[src/lcdsd_pkg.sv]
// Constants shared by the LCD segment driver
package lcdsd_pkg;
	localparam int SEG_COUNT      = 28;
	localparam int COM_COUNT      = 8;
	localparam int RAM_DEPTH      = 56;
	localparam int NIBBLE_W       = 4;
	localparam int POINTER_W      = 8;
	localparam logic [7:0] POINTER_RESET = 8'h00;
	localparam logic [7:0] RAM_LAST      = 8'h37;
	// Sub-clock edge rate and alternation ratios
	localparam int SUB_CLOCK_HZ   = 32768;
	localparam logic [1:0] RATIO_RESET   = 2'h3;
	localparam int RATIO_BASE_LOG2 = 4;
	localparam int DIV_W          = 7;
	localparam int SYNC_STAGES    = 3;
endpackage : lcdsd_pkg

[src/lcdsd_alt_divider.sv]
// Alternation clock divider running off the synchronised sub-clock
`timescale 1ns/100ps
module lcdsd_alt_divider (
	input  wire logic       sys_clk,
	input  wire logic       reset_n,
	input  wire logic       clk_en,
	input  wire logic       sub_tick,
	input  wire logic [1:0] ratio_sel,
	output logic            alt_tick
);
	logic [lcdsd_pkg::DIV_W-1:0] count;
	logic [lcdsd_pkg::DIV_W-1:0] next_count;
	logic [lcdsd_pkg::DIV_W-1:0] limit;
	logic                        next_alt_tick;

	always_comb begin
		limit = lcdsd_pkg::DIV_W'((1 << (lcdsd_pkg::RATIO_BASE_LOG2
			+ int'(ratio_sel))) - 1);
		next_count = count;
		next_alt_tick = 1'b0;
		if (sub_tick) begin
			if (count >= limit) begin
				next_count = '0;
				next_alt_tick = 1'b1;
			end else begin
				next_count = count + 1'b1;
			end
		end
	end

	always_ff @(posedge sys_clk) begin
		if (!reset_n) begin
			count <= '0;
			alt_tick <= 1'b0;
		end else if (clk_en) begin
			count <= next_count;
			alt_tick <= next_alt_tick;
		end
	end
endmodule : lcdsd_alt_divider

[src/lcdsd_top.sv]
// LCD segment driver: pattern memory, pointer, scan and pin drive
`timescale 1ns/100ps
module lcdsd_top (
	input  wire logic        sys_clk,
	input  wire logic        reset_n,
	input  wire logic        clk_en,
	input  wire logic        sub_clock,
	input  wire logic        hold_mode,
	input  wire logic [1:0]  ratio_sel,
	input  wire logic        display_on_command,
	input  wire logic        display_off_command,
	input  wire logic        pointer_low_half,
	input  wire logic        pointer_high_half,
	input  wire logic        memory_write,
	input  wire logic        memory_read,
	input  wire logic [3:0]  write_nibble,
	output logic [3:0]       read_nibble,
	output logic             read_valid,
	output logic             display_enabled,
	output logic             pump_enable,
	output logic [27:0]      segment_lines,
	output logic [7:0]       segment_active,
	output logic [7:0]       common_lines,
	output logic [7:0]       common_active,
	output logic             frame_polarity
);
	typedef enum logic {LCDSD_OFF, LCDSD_ON} lcdsd_disp_t;

	logic [lcdsd_pkg::SYNC_STAGES-1:0] sub_sync;
	logic        sub_level;
	logic        next_sub_level;
	logic        sub_tick;
	logic        alt_tick;

	lcdsd_disp_t disp_state;
	lcdsd_disp_t next_disp_state;
	logic [7:0]  display_ram_pointer;
	logic [7:0]  next_pointer;
	logic [3:0]  pattern_memory [lcdsd_pkg::RAM_DEPTH];
	logic [3:0]  next_read_nibble;
	logic        next_read_valid;
	logic        ptr_in_range;

	logic [2:0]  com_slot;
	logic [2:0]  next_com_slot;
	logic        polarity;
	logic        next_polarity;
	logic [27:0] next_seg;
	logic [7:0]  next_com;
	logic [27:0] seg_bits;

	// Sub-clock crosses in: second and third stages must agree
	always_ff @(posedge sys_clk) begin
		if (!reset_n) begin
			sub_sync <= '0;
		end else if (clk_en) begin
			sub_sync <= {sub_sync[1:0], sub_clock};
		end
	end

	always_comb begin
		next_sub_level = sub_level;
		if (sub_sync[2] == sub_sync[1]) begin
			next_sub_level = sub_sync[2];
		end
	end

	// Rising edge only: one tick per sub-clock period
	assign sub_tick = next_sub_level & ~sub_level;

	always_ff @(posedge sys_clk) begin
		if (!reset_n) begin
			sub_level <= 1'b0;
		end else if (clk_en) begin
			sub_level <= next_sub_level;
		end
	end

	lcdsd_alt_divider u_div (
		.sys_clk   (sys_clk),
		.reset_n   (reset_n),
		.clk_en    (clk_en),
		.sub_tick  (sub_tick),
		.ratio_sel (ratio_sel),
		.alt_tick  (alt_tick)
	);

	assign ptr_in_range = display_ram_pointer <= lcdsd_pkg::RAM_LAST;

	always_comb begin
		next_disp_state = disp_state;
		if (display_off_command) begin
			next_disp_state = LCDSD_OFF;
		end else if (display_on_command) begin
			next_disp_state = LCDSD_ON;
		end
		next_pointer = display_ram_pointer;
		if (pointer_low_half) begin
			next_pointer[3:0] = write_nibble;
		end
		if (pointer_high_half) begin
			next_pointer[7:4] = write_nibble;
		end
		next_read_valid = memory_read;
		next_read_nibble = read_nibble;
		if (memory_read) begin
			next_read_nibble = ptr_in_range
				? pattern_memory[display_ram_pointer[5:0]] : 4'h0;
		end
	end

	always_ff @(posedge sys_clk) begin
		if (!reset_n) begin
			disp_state <= LCDSD_OFF;
			display_ram_pointer <= lcdsd_pkg::POINTER_RESET;
			read_nibble <= 4'h0;
			read_valid <= 1'b0;
		end else if (clk_en) begin
			disp_state <= next_disp_state;
			display_ram_pointer <= next_pointer;
			read_nibble <= next_read_nibble;
			read_valid <= next_read_valid;
		end
	end

	// pattern memory, no reset to keep it a plain array
	always_ff @(posedge sys_clk) begin
		if (clk_en && memory_write && ptr_in_range) begin
			pattern_memory[display_ram_pointer[5:0]] <= write_nibble;
		end
	end

	genvar s;
	generate
		for (s = 0; s < lcdsd_pkg::SEG_COUNT; s++) begin : g_seg
			assign seg_bits[s] = com_slot[2]
				? pattern_memory[2*s+1][com_slot[1:0]]
				: pattern_memory[2*s][com_slot[1:0]];
		end
	endgenerate

	always_comb begin
		next_com_slot = com_slot;
		next_polarity = polarity;
		if (alt_tick) begin
			next_com_slot = com_slot + 3'h1;
			next_polarity = ~polarity;
		end
		next_seg = '0;
		next_com = '0;
		if (disp_state == LCDSD_ON) begin
			next_com = 8'h01 << com_slot;
			next_seg = seg_bits;
		end
	end

	// Lines carry lit/active plus polarity; analog bias levels lie outside
	always_ff @(posedge sys_clk) begin
		if (!reset_n) begin
			com_slot <= 3'h0;
			polarity <= 1'b0;
			segment_lines <= '0;
			segment_active <= '0;
			common_lines <= '0;
			common_active <= '0;
			frame_polarity <= 1'b0;
			display_enabled <= 1'b0;
			pump_enable <= 1'b0;
		end else if (clk_en) begin
			com_slot <= next_com_slot;
			polarity <= next_polarity;
			segment_lines <= next_seg ^ {28{polarity}};
			segment_active <= next_com;
			common_lines <= next_com ^ {8{polarity}};
			common_active <= next_com;
			frame_polarity <= polarity;
			display_enabled <= disp_state == LCDSD_ON;
			pump_enable <= disp_state == LCDSD_ON;
		end
	end

	// Hold mode does not gate the scan, so display stays lit
	logic unused_hold;
	assign unused_hold = hold_mode;
endmodule : lcdsd_top

[config.mk]
export PLATFORM = sky130hd
export DESIGN_NAME = lcdsd_top
export DESIGN_NICKNAME = d
export VERILOG_FILES = /design/src/lcdsd_pkg.sv /design/src/lcdsd_alt_divider.sv /design/src/lcdsd_top.sv
export SDC_FILE = /design/constraint.sdc
export NUM_CORES = 1
export LEC_CHECK = 0
export CAP_MARGIN = 10
export CORE_MARGIN = 2
export CORE_UTILIZATION = 60
export CTS_BUF_LIST = sky130_fd_sc_hd__clkbuf_4 sky130_fd_sc_hd__clkbuf_8
export DETAILED_ROUTE_END_ITERATION = 10
export DONT_BUFFER_PORTS = 1
export PLACE_DENSITY = 0.76
export SLEW_MARGIN = 20
export SYNTH_ARGS = -nofsm -noshare
export SYNTH_HDL_FRONTEND = slang
export SYNTH_SLANG_ARGS = --single-unit
[constraint.sdc]
create_clock -name sys_clk -period 2.75 [get_ports sys_clk]
set_input_delay 0.6875 -clock sys_clk [delete_from_list [all_inputs] [get_ports sys_clk]]
set_output_delay 0.6875 -clock sys_clk [all_outputs]
set_load 0.02 [all_outputs]
# Word-level counts from Yosys, hierarchy flattened
# Memories as Yosys holds them, arrays and structs flattened.
# Cells that the tools add are included.
# classes
addsub,4
n_lt_le_gt_ge,3
eq_ne,1
shifts,2
n_mux,151
bitwise_logic,5
reduce_logical,9
# op_table
cell,count
binary-select mux 1 bit (select 2 bit),56
2-to-1 mux 1 bit,91
"left shift 1 x 32 -> 7 bit, first input constant",1
2-to-1 mux 28 bit,1
XOR 28 bit,1
AND reduction 2 bit,6
"less-or-equal comparator 8 x 6 -> 1 bit, second input constant",1
2-to-1 mux 8 bit,1
"left shift 1 x 3 -> 8 bit, first input constant",1
XOR 8 bit,1
"adder 7 x 1 -> 7 bit, second input constant",1
greater-or-equal comparator 7 bit,1
2-to-1 mux 7 bit,1
"subtractor 7 x 2 -> 7 bit, second input constant",1
"adder 3 x 2 -> 4 bit, first input constant",1
2-to-1 mux 4 bit,1
"adder 3 x 1 -> 3 bit, second input constant",1
"less-than comparator 2 x 3 -> 1 bit, second input constant",1
logical AND 1 bit,2
inverter 1 bit,2
nonzero test 2 bit,1
bitwise AND 1 bit,1
== test 1 bit,1
# totals
regBits,76
ramBits,224
input_bits,17
elab_cells,192
mem_count,1
# memory_table
name,depth,word_bits,rd,rd_clocked_by_memory_dff,wr,line_no,rtl
pattern_memory,56,4,57,0,1,lcdsd_top.sv:39,logic [3:0] pattern_memory [lcdsd_pkg::RAM_DEPTH];

# Longest topological paths before layout
# Gate-level depths: netlist of the first run.
# depth
depth_word,6
depth_mapped,10
depth_no_buf,8

# Hierarchy
# A second synthesis of the first run with hierarchy kept.
# unflattened
cells_unflattened,1060
hier_area_um2,15120.8
# by_module_without_submodules
mod,n_inst,cells_each,area_each_um2,seq_area_each_um2
lcdsd_top,1,1011,14651.6,8808.4
lcdsd_alt_divider,1,49,469.2,160.2

# Least setup slack after synthesis of the first run
# Ideal clock, no wire load.
# synth_path
kind,input -> register
start,in clk_en
end,"mem pattern_memory[55][0], enable pin"
arrival_ns,1.881
setup_slack_ns,0.539
cell_stages,7
path_buffers,1
cell_sequence,buf_2 > nor3b_1 > and2_1 > nand2_1 > nor2_1 > nand2_1 > nor2_1
# synth_between
elab_chain_len,4
# synth_rtl
element,line_no,rtl
from (decl),lcdsd_top.sv:6,"input wire logic clk_en,"
logical AND 1 bit (2 in a row),lcdsd_top.sv:128,if (clk_en && memory_write && ptr_in_range) begin
2-to-1 mux 1 bit,lcdsd_top.sv:128,
2-to-1 mux 1 bit (implied by the code),lcdsd_top.sv:129,pattern_memory[display_ram_pointer[5:0]] <= write_nibble;
to (decl),lcdsd_top.sv:39,
# Every way passes these cells.

# Worst setup path after layout of the first run
# layout_path
start,reg display_ram_pointer[0]
end,"mem pattern_memory[9][2], enable pin"
# layout_between
elab_chain_len,4
# layout_rtl
element,line_no,rtl
from (decl),lcdsd_top.sv:37,logic [7:0] display_ram_pointer;
from (signal assigned),lcdsd_top.sv:115,display_ram_pointer <= lcdsd_pkg::POINTER_RESET;
from (signal assigned),lcdsd_top.sv:120,display_ram_pointer <= next_pointer;
less-or-equal comparator 8 x 6 -> 1 bit,lcdsd_top.sv:88,assign ptr_in_range = display_ram_pointer <= lcdsd_pkg::RAM_LAST;
logical AND 1 bit,lcdsd_top.sv:128,
2-to-1 mux 1 bit,lcdsd_top.sv:128,
2-to-1 mux 1 bit (implied by the code),lcdsd_top.sv:129,
# Several ways; a longest one is shown, not always the timed one.

==> results.sh, run 1 <==
export IMPL_cts_path_max_buffers=3
export IMPL_rr_startpoint="display_ram_pointer[0]$_SDFFE_PN0P_"
export IMPL_async_flop_share=0
export IMPL_cts_repair_resize_count=0
export IMPL_place_gp_congestion=0.899
export IMPL_track_usage=0.287
export IMPL_ios=77
export IMPL_critPathLaunchType="flop"
export IMPL_initial_utilization=0.610
export IMPL_worst_pin_slew_ns=0.806
export IMPL_finalNetCount=1099
export IMPL_syn_area_um2=14300
export IMPL_setup_worst_path_end_class="flop"
export IMPL_root_buffer="clkbuf_8"
export IMPL_rrSetupSlack_ns=0.24
export IMPL_pre_cts_ws_ns=0.129
export IMPL_drc=0
export IMPL_min_from="write_nibble[3]"
export IMPL_r2r_end="pattern_memory[9][2]$_DFFE_PP_"
export IMPL_wl_per_cell_um=25.3
export IMPL_ys_types=65
export IMPL_whs_endpoint="pattern_memory[36][3]$_DFFE_PP_"
export IMPL_fmax_mhz=399
export IMPL_fin_worst_skew_ns=0.0295
export IMPL_critPathLaunch="display_ram_pointer[0]$_SDFFE_PN0P_"
export IMPL_fin_crit_sh=0.911
export IMPL_path_cells="nor2b_1 -> buf_4 -> nand2_1 -> nor2_1"
export IMPL_max_stage_delay_ns=0.74
export IMPL_grt_ovfl_total=0
export IMPL_required_ns=3.00
export IMPL_hold_class="in2reg"
export IMPL_reg2reg_depth=4
export IMPL_core_um2=23400
export IMPL_setup_ws_ns=0.244
export IMPL_stdcell_area_um2=15700
export IMPL_critPathMaxFanout=15
export IMPL_grt_setup_unrepaired="no"
export IMPL_syn_to_final_growth_pct=10.0
export IMPL_portBuffers=0
export IMPL_peakVddDrop_uv=399
export IMPL_status="completed"
export IMPL_hold_buffers=0
export IMPL_drtAntennaViolNets=0
export IMPL_drt_pass1_iterations=5
export IMPL_path_clk_slew_ns=0.06
export IMPL_nFillCells=1686
export IMPL_wirelength_um=36100
export IMPL_die_width_um=158
export IMPL_grt_antenna_before_repair=1
export IMPL_ys_warn_count=0
export IMPL_via_count=9558
export IMPL_post_cts_buffers=0
export IMPL_syn_inst=1059
export IMPL_worst_ep_arrival_time_ns=2.75
export IMPL_maxSlewHeadroom=0.463
export IMPL_ctsHtreeMaxLevel=2
export IMPL_drv_cap=0
export IMPL_grt_max_degree=69
export IMPL_drt_iter0_drc=1302
export IMPL_cts_made_buffers=49
export IMPL_die_area_um2=25000
export IMPL_routed_via_density=6.69
export IMPL_hold_viol_final=0
export IMPL_avgSynthCellArea_um2=13.5
export IMPL_power_density_nw_per_um2=613
export IMPL_clkSinkCount=308
export IMPL_dpl_cell_area_um2=14600
export IMPL_ys_flop_type="edfxtp_1"
export IMPL_grt_pass1_vias=8936
export IMPL_synth_seq_cells=308
export IMPL_min_period_ns=2.51
export IMPL_path_class="reg2reg"
export IMPL_dpl_hpwl_um=23400
export IMPL_cellLeakagePower_nw=5.22
export IMPL_num_rows=56
export IMPL_drive_gt1_frac=0.189
export IMPL_holdPathStages=0
export IMPL_grt_pass1_wl_um=52900
export IMPL_synth_edf_count=232
export IMPL_slowest_stage="dfxtp_1"
export IMPL_tns_ns=0
export IMPL_setup_viol=0
export IMPL_cts_tree="yes"
export IMPL_slew_violations=0
export IMPL_insertion_delay_ns=0.59
export IMPL_die_height_um=158
export IMPL_ys_seq_area_frac=0.595
synthesized netlist by cell type, types with 15 or more instances:
master | count | area (um2)
edfxtp_1 | 232 | 6970
mux2i_1 | 86 | 861
nor2_1 | 84 | 315
dfxtp_1 | 76 | 1520
nand2_1 | 63 | 236
mux4_2 | 60 | 1350
a22oi_1 | 56 | 420
a21oi_1 | 50 | 250
clkbuf_1 | 43 | 161
and2_1 | 36 | 225
buf_2 | 22 | 110
o22ai_1 | 20 | 125
nand3_1 | 19 | 95.1
o21ai_0 | 19 | 95.1
a21boi_0 | 18 | 135
a221oi_1 | 15 | 131
buf_4 | 15 | 113
metal layers:
| metal | global-route usage | up-vias | routed length, um |
|---|---|---|---|
| met1 | 0.387 | 4625 | 13500 |
| met2 | 0.438 | 701 | 16400 |
| met3 | 0.0819 | 106 | 4670 |
| met5 | 0 | - | 0 |
| li1 | - | 4126 | - |
| met4 | 0.127 | 0 | 1560 |
placed cells by master, fill, tap and decap left out, drive strengths merged, types with 5 or more instances in the layout:
master  synthesis  final
a21oi          50     50
o21a            5      5
o22ai          20     20
mux2i          86     86
conb            1      8
ha             10     10
o211ai          5      5
and2           38     38
a21boi         18     18
buf            48     46
nand3          19     19
a221oi         15     15
nand2          63     63
inv             7      9
mux4           60     60
o21ai          20     20
mux2            8      8
nand4           5      5
edfxtp        232    232
xor2            7      7
clkbuf         43     75
clkinv          2      9
dfxtp          76     76
a22oi          57     57
o22a            8      8
nor2b          12     12
nor2           84     84
worst max-delay path by stage:
stage	to	slack [ns]	depth (start not counted)
2_1_floorplan	pattern_memory[55][0]$_DFFE_PP_	0.54	7
3_3_place_gp	pattern_memory[40][2]$_DFFE_PP_	0.22	6
3_5_place_dp	pattern_memory[40][2]$_DFFE_PP_	0.13	6
4_1_cts	read_nibble[2]$_SDFFE_PN0P_	0.33	7
5_1_grt	pattern_memory[12][0]$_DFFE_PP_	0.18	6
6_report	pattern_memory[9][2]$_DFFE_PP_	0.24	4
cell type report:
cell class                      instances  area, um2  area share
Sequential cell                       308       8500       0.541
Multi-Input combinational cell        658       5320       0.339
Clock buffer                           75        957      0.0609
Tap cell                              319        399      0.0254
Timing Repair Buffer                   46        383      0.0244
Clock inverter                         12        115     0.00733
Inverter                                9       33.8     0.00215
Antenna cell                            1       2.50    0.000159
report_power, final:
part           internal, mW  switching [mW]  total [mW]
combinational         0.153           0.232       0.384
sequential             5.03          0.0555        5.09
clock                  2.40            1.76        4.16
state kept, by name (all words and copies together), names as in the netlist:
register             count
common_lines             8
u_div.alt_tick           1
pattern_memory         232
sub_sync                 3
frame_polarity           1
common_active            8
u_div.count              7
segment_lines           28
display_ram_pointer      8
com_slot                 3
pump_enable              1
sub_level                1
disp_state               1
polarity                 1
read_nibble              4
read_valid               1
stage by stage:
step | utilization | cells | hold WS, ns | power [mW]
finish | 0.671 | 1428 | 0.217 | 9.63
global route | 0.671 | 1428 | 0.182 | 9.89
CTS | 0.671 | 1427 | 0.186 | 9.65
detailed placement | 0.625 | 1340 | 0.465 | 5.55
global placement | 0.625 | 1340 | 0.455 | 5.55
floorplan | - | 1066 | 0.444 | 5.45
critical path, delay by kind of cell, from the launching register on:
family / cells / cell delay (ns)
simple gates: 3 / 1.16
flops: 1 / 0.74
buf+inv: 1 / 0.26
logic make-up after synthesis:
group	after synthesis	synth area share
AO/OA/AOI/OAI	231	0.113
XOR/XNOR	10	0.00614
adder cells (fa/ha/maj)	10	0.00876
buffers and inverters	100	0.0348
flip-flops	308	0.595
multiplexers	154	0.161
other	1	0.000263
AND/OR/NAND/NOR	245	0.0812
Power figures use the tool's default switching activity.
==> run 2, diff against run 1 <==
Settings changed: ABC_AREA set to 1.
==> results.sh, run 2 <==
export IMPL_die_area_um2=28600
export IMPL_avgSynthCellArea_um2=8.36
export IMPL_post_synth_and_or_nand_nor_area_fraction=0.208
export IMPL_cts_made_buffers=53
export IMPL_drive_gt1_frac=0.0768
export IMPL_grt_ovfl_total=0
export IMPL_critPathLaunchType="flop"
export IMPL_drt_pass1_iterations=6
export IMPL_final_cell_mix="524 x nand2_1, 279 x inv_1, 256 x edfxtp_1, 189 x o21ai_0, 172 x a21oi_1"
export IMPL_fin_crit_sh=0.912
export IMPL_hold_buffers=0
export IMPL_dpl_cell_area_um2=16700
export IMPL_path_clk_slew_ns=0.06
export IMPL_min_period_ns=2.51
export IMPL_initial_utilization=0.609
export IMPL_status="completed"
export IMPL_wl_per_cell_um=17.8
export IMPL_power_density_nw_per_um2=575
export IMPL_p_clk_frac=0.404
export IMPL_syn_area_um2=16400
export IMPL_syn_to_final_growth_pct=8.56
export IMPL_drtAntennaViolNets=0
export IMPL_grt_setup_unrepaired="no"
export IMPL_clkSinkCount=332
export IMPL_fin_worst_skew_ns=0.0159
export IMPL_worst_pin_slew_ns=0.860
export IMPL_hold_viol_final=0
export IMPL_peakVddDrop_uv=343
export IMPL_internal_power_mw=7.87
export IMPL_synth_top_family_by_area="simple AND/OR/NAND/NOR gates"
export IMPL_cts_repair_resize_count=0
export IMPL_ys_top_cells_by_area="edfxtp_1 47%, nand2_1 12%, dfxtp_1 9.3%"
export IMPL_synth_seq_cells=332
export IMPL_syn_inst=1956
export IMPL_routed_via_density=5.64
export IMPL_ys_seq_area_frac=0.563
export IMPL_synthTopCellsByCount="524 x nand2_1, 280 x inv_1, 256 x edfxtp_1"
export IMPL_critPathLaunch="display_ram_pointer[4]$_SDFFE_PN0P_"
export IMPL_grt_pass1_vias=12301
export IMPL_ys_warn_count=0
export IMPL_p_sw_mw=2.34
export IMPL_reg2reg_depth=6
export IMPL_die_height_um=169
export IMPL_drc=0
export IMPL_grt_antenna_before_repair=0
export IMPL_antennaDiodeCount=0
export IMPL_core_um2=26900
export IMPL_required_ns=2.99
export IMPL_sequentialPowerShare=0.541
export IMPL_place_gp_congestion=0.898
export IMPL_grt_max_degree=117
export IMPL_fmax_mhz=399
export IMPL_ys_flop_type="edfxtp_1"
export IMPL_root_buffer="clkbuf_8"
export IMPL_rr_startpoint="display_ram_pointer[4]$_SDFFE_PN0P_"
export IMPL_r2r_end="pattern_memory[49][3]$_DFFE_PP_"
export IMPL_path_class="reg2reg"
export IMPL_tns_ns=0
export IMPL_final_common_cell="nand2_1"
export IMPL_dpl_hpwl_um=25300
export IMPL_portBuffers=0
export IMPL_grt_pass1_wl_um=64500
export IMPL_die_width_um=169
export IMPL_finalNetCount=1991
export IMPL_synth_edf_count=256
export IMPL_synth_area_leader_cell="edfxtp_1"
export IMPL_cellLeakagePower_nw=7.62
export IMPL_setup_viol=0
export IMPL_rrSetupSlack_ns=0.24
export IMPL_cts_path_max_buffers=3
export IMPL_synth_mux_area_frac=0
export IMPL_largest_reg_flops=256
export IMPL_post_cts_buffers=0
export IMPL_insertion_delay_ns=0.58
export IMPL_p_comb_frac=0.055
export IMPL_synth_xor_area_frac=0.00214
export IMPL_stdcell_area_um2=17800
export IMPL_ctsHtreeMaxLevel=2
export IMPL_synthAdderAreaFrac=0.00826
export IMPL_critPathMaxFanout=8
export IMPL_ys_types=33
export IMPL_track_usage=0.292
export IMPL_wirelength_um=41600
export IMPL_worst_ep_arrival_time_ns=2.74
export IMPL_hold_class="in2reg"
export IMPL_drv_cap=0
export IMPL_synth_compound_area_frac=0.117
export IMPL_async_flop_share=0
export IMPL_drt_iter0_drc=1757
export IMPL_via_count=13224
export IMPL_synth_most_common_cell="nand2_1"
export IMPL_slew_violations=0
export IMPL_p_sw_frac=0.229
export IMPL_power_mw=10.2
export IMPL_cts_tree="yes"
export IMPL_num_rows=60
export IMPL_endpoint="pattern_memory[49][3]$_DFFE_PP_"
export IMPL_maxSlewHeadroom=0.426
export IMPL_yosysTopAreaCellShare=0.470
export IMPL_setup_worst_path_end_class="flop"
export IMPL_ios=77
run 2: cell count changes after synthesis, sizes merged, moves of 57 or more:
cell   change
nand2    +461
inv      +280
o21ai    +178
nand3    +134
a21oi    +122
mux2i     -86
mux4      -60
a22oi     -57
run 2: cells by family after synthesis:
family | Yosys count
buffers and inverters | 407
adder cells (fa/ha/maj) | 11
other | 1
flip-flops | 332
AO/OA/AOI/OAI | 378
AND/OR/NAND/NOR | 823
XOR/XNOR | 4
run 2: layer usage:
layer / GRT usage / share of wire / vias up
met5: 0 / 0 / -
li1: - / - / 6339
met1: 0.388 / 0.39 / 6046
met2: 0.472 / 0.46 / 721
met4: 0.111 / 0.032 / 0
met3: 0.0669 / 0.12 / 118
run 2: per-stage QoR:
step | setup slack (ns) | instances | hold WS [ns] | util
after floorplan | 0.883 | 1987 | 0.445 | -
after global placement | 0.351 | 2250 | 0.454 | 0.622
after detailed placement | 0.270 | 2250 | 0.460 | 0.622
after CTS | 0.251 | 2346 | 0.189 | 0.661
after global routing | 0.161 | 2346 | 0.187 | 0.661
final | 0.243 | 2346 | 0.212 | 0.661
run 2: cell type report:
| type | count | area (um2) |
|---|---|---|
| Timing Repair Buffer | 32 | 353 |
| Sequential cell | 332 | 9220 |
| Multi-Input combinational cell | 1248 | 5600 |
| Fill cell | 2233 | 9120 |
| Clock buffer | 76 | 921 |
| Tap cell | 341 | 427 |
| Clock inverter | 20 | 118 |
| Inverter | 297 | 1120 |
run 2: power groups by stage:
stage	registers [mW]	logic, mW	clock network, mW
global route	5.53	0.612	4.42
finish	5.53	0.557	4.13
CTS	5.53	0.545	4.18
global placement	5.63	0.534	0
floorplan	5.62	0.404	0
detailed placement	5.63	0.543	0
run 2: worst min-delay path by stage:
stage          depth (start not counted)                         from                               to
2_1_floorplan                          2  u_div.alt_tick$_SDFFE_PN0P_      u_div.alt_tick$_SDFFE_PN0P_
3_3_place_gp                           2  u_div.alt_tick$_SDFFE_PN0P_      u_div.alt_tick$_SDFFE_PN0P_
3_5_place_dp                           2  u_div.alt_tick$_SDFFE_PN0P_      u_div.alt_tick$_SDFFE_PN0P_
4_1_cts                                0              write_nibble[0]  pattern_memory[55][0]$_DFFE_PP_
5_1_grt                                0              write_nibble[1]  pattern_memory[21][1]$_DFFE_PP_
6_report                               1                       clk_en          disp_state$_SDFFE_PN0P_
run 2: critical path: stages (launching register included):
cell	delay (ns)
dfxtp_1	0.36
nand2_1	0.10
nor2_1	0.17
or3_1	0.43
nor2_4	0.30
nand3_2	0.37
nor2_1	0.44
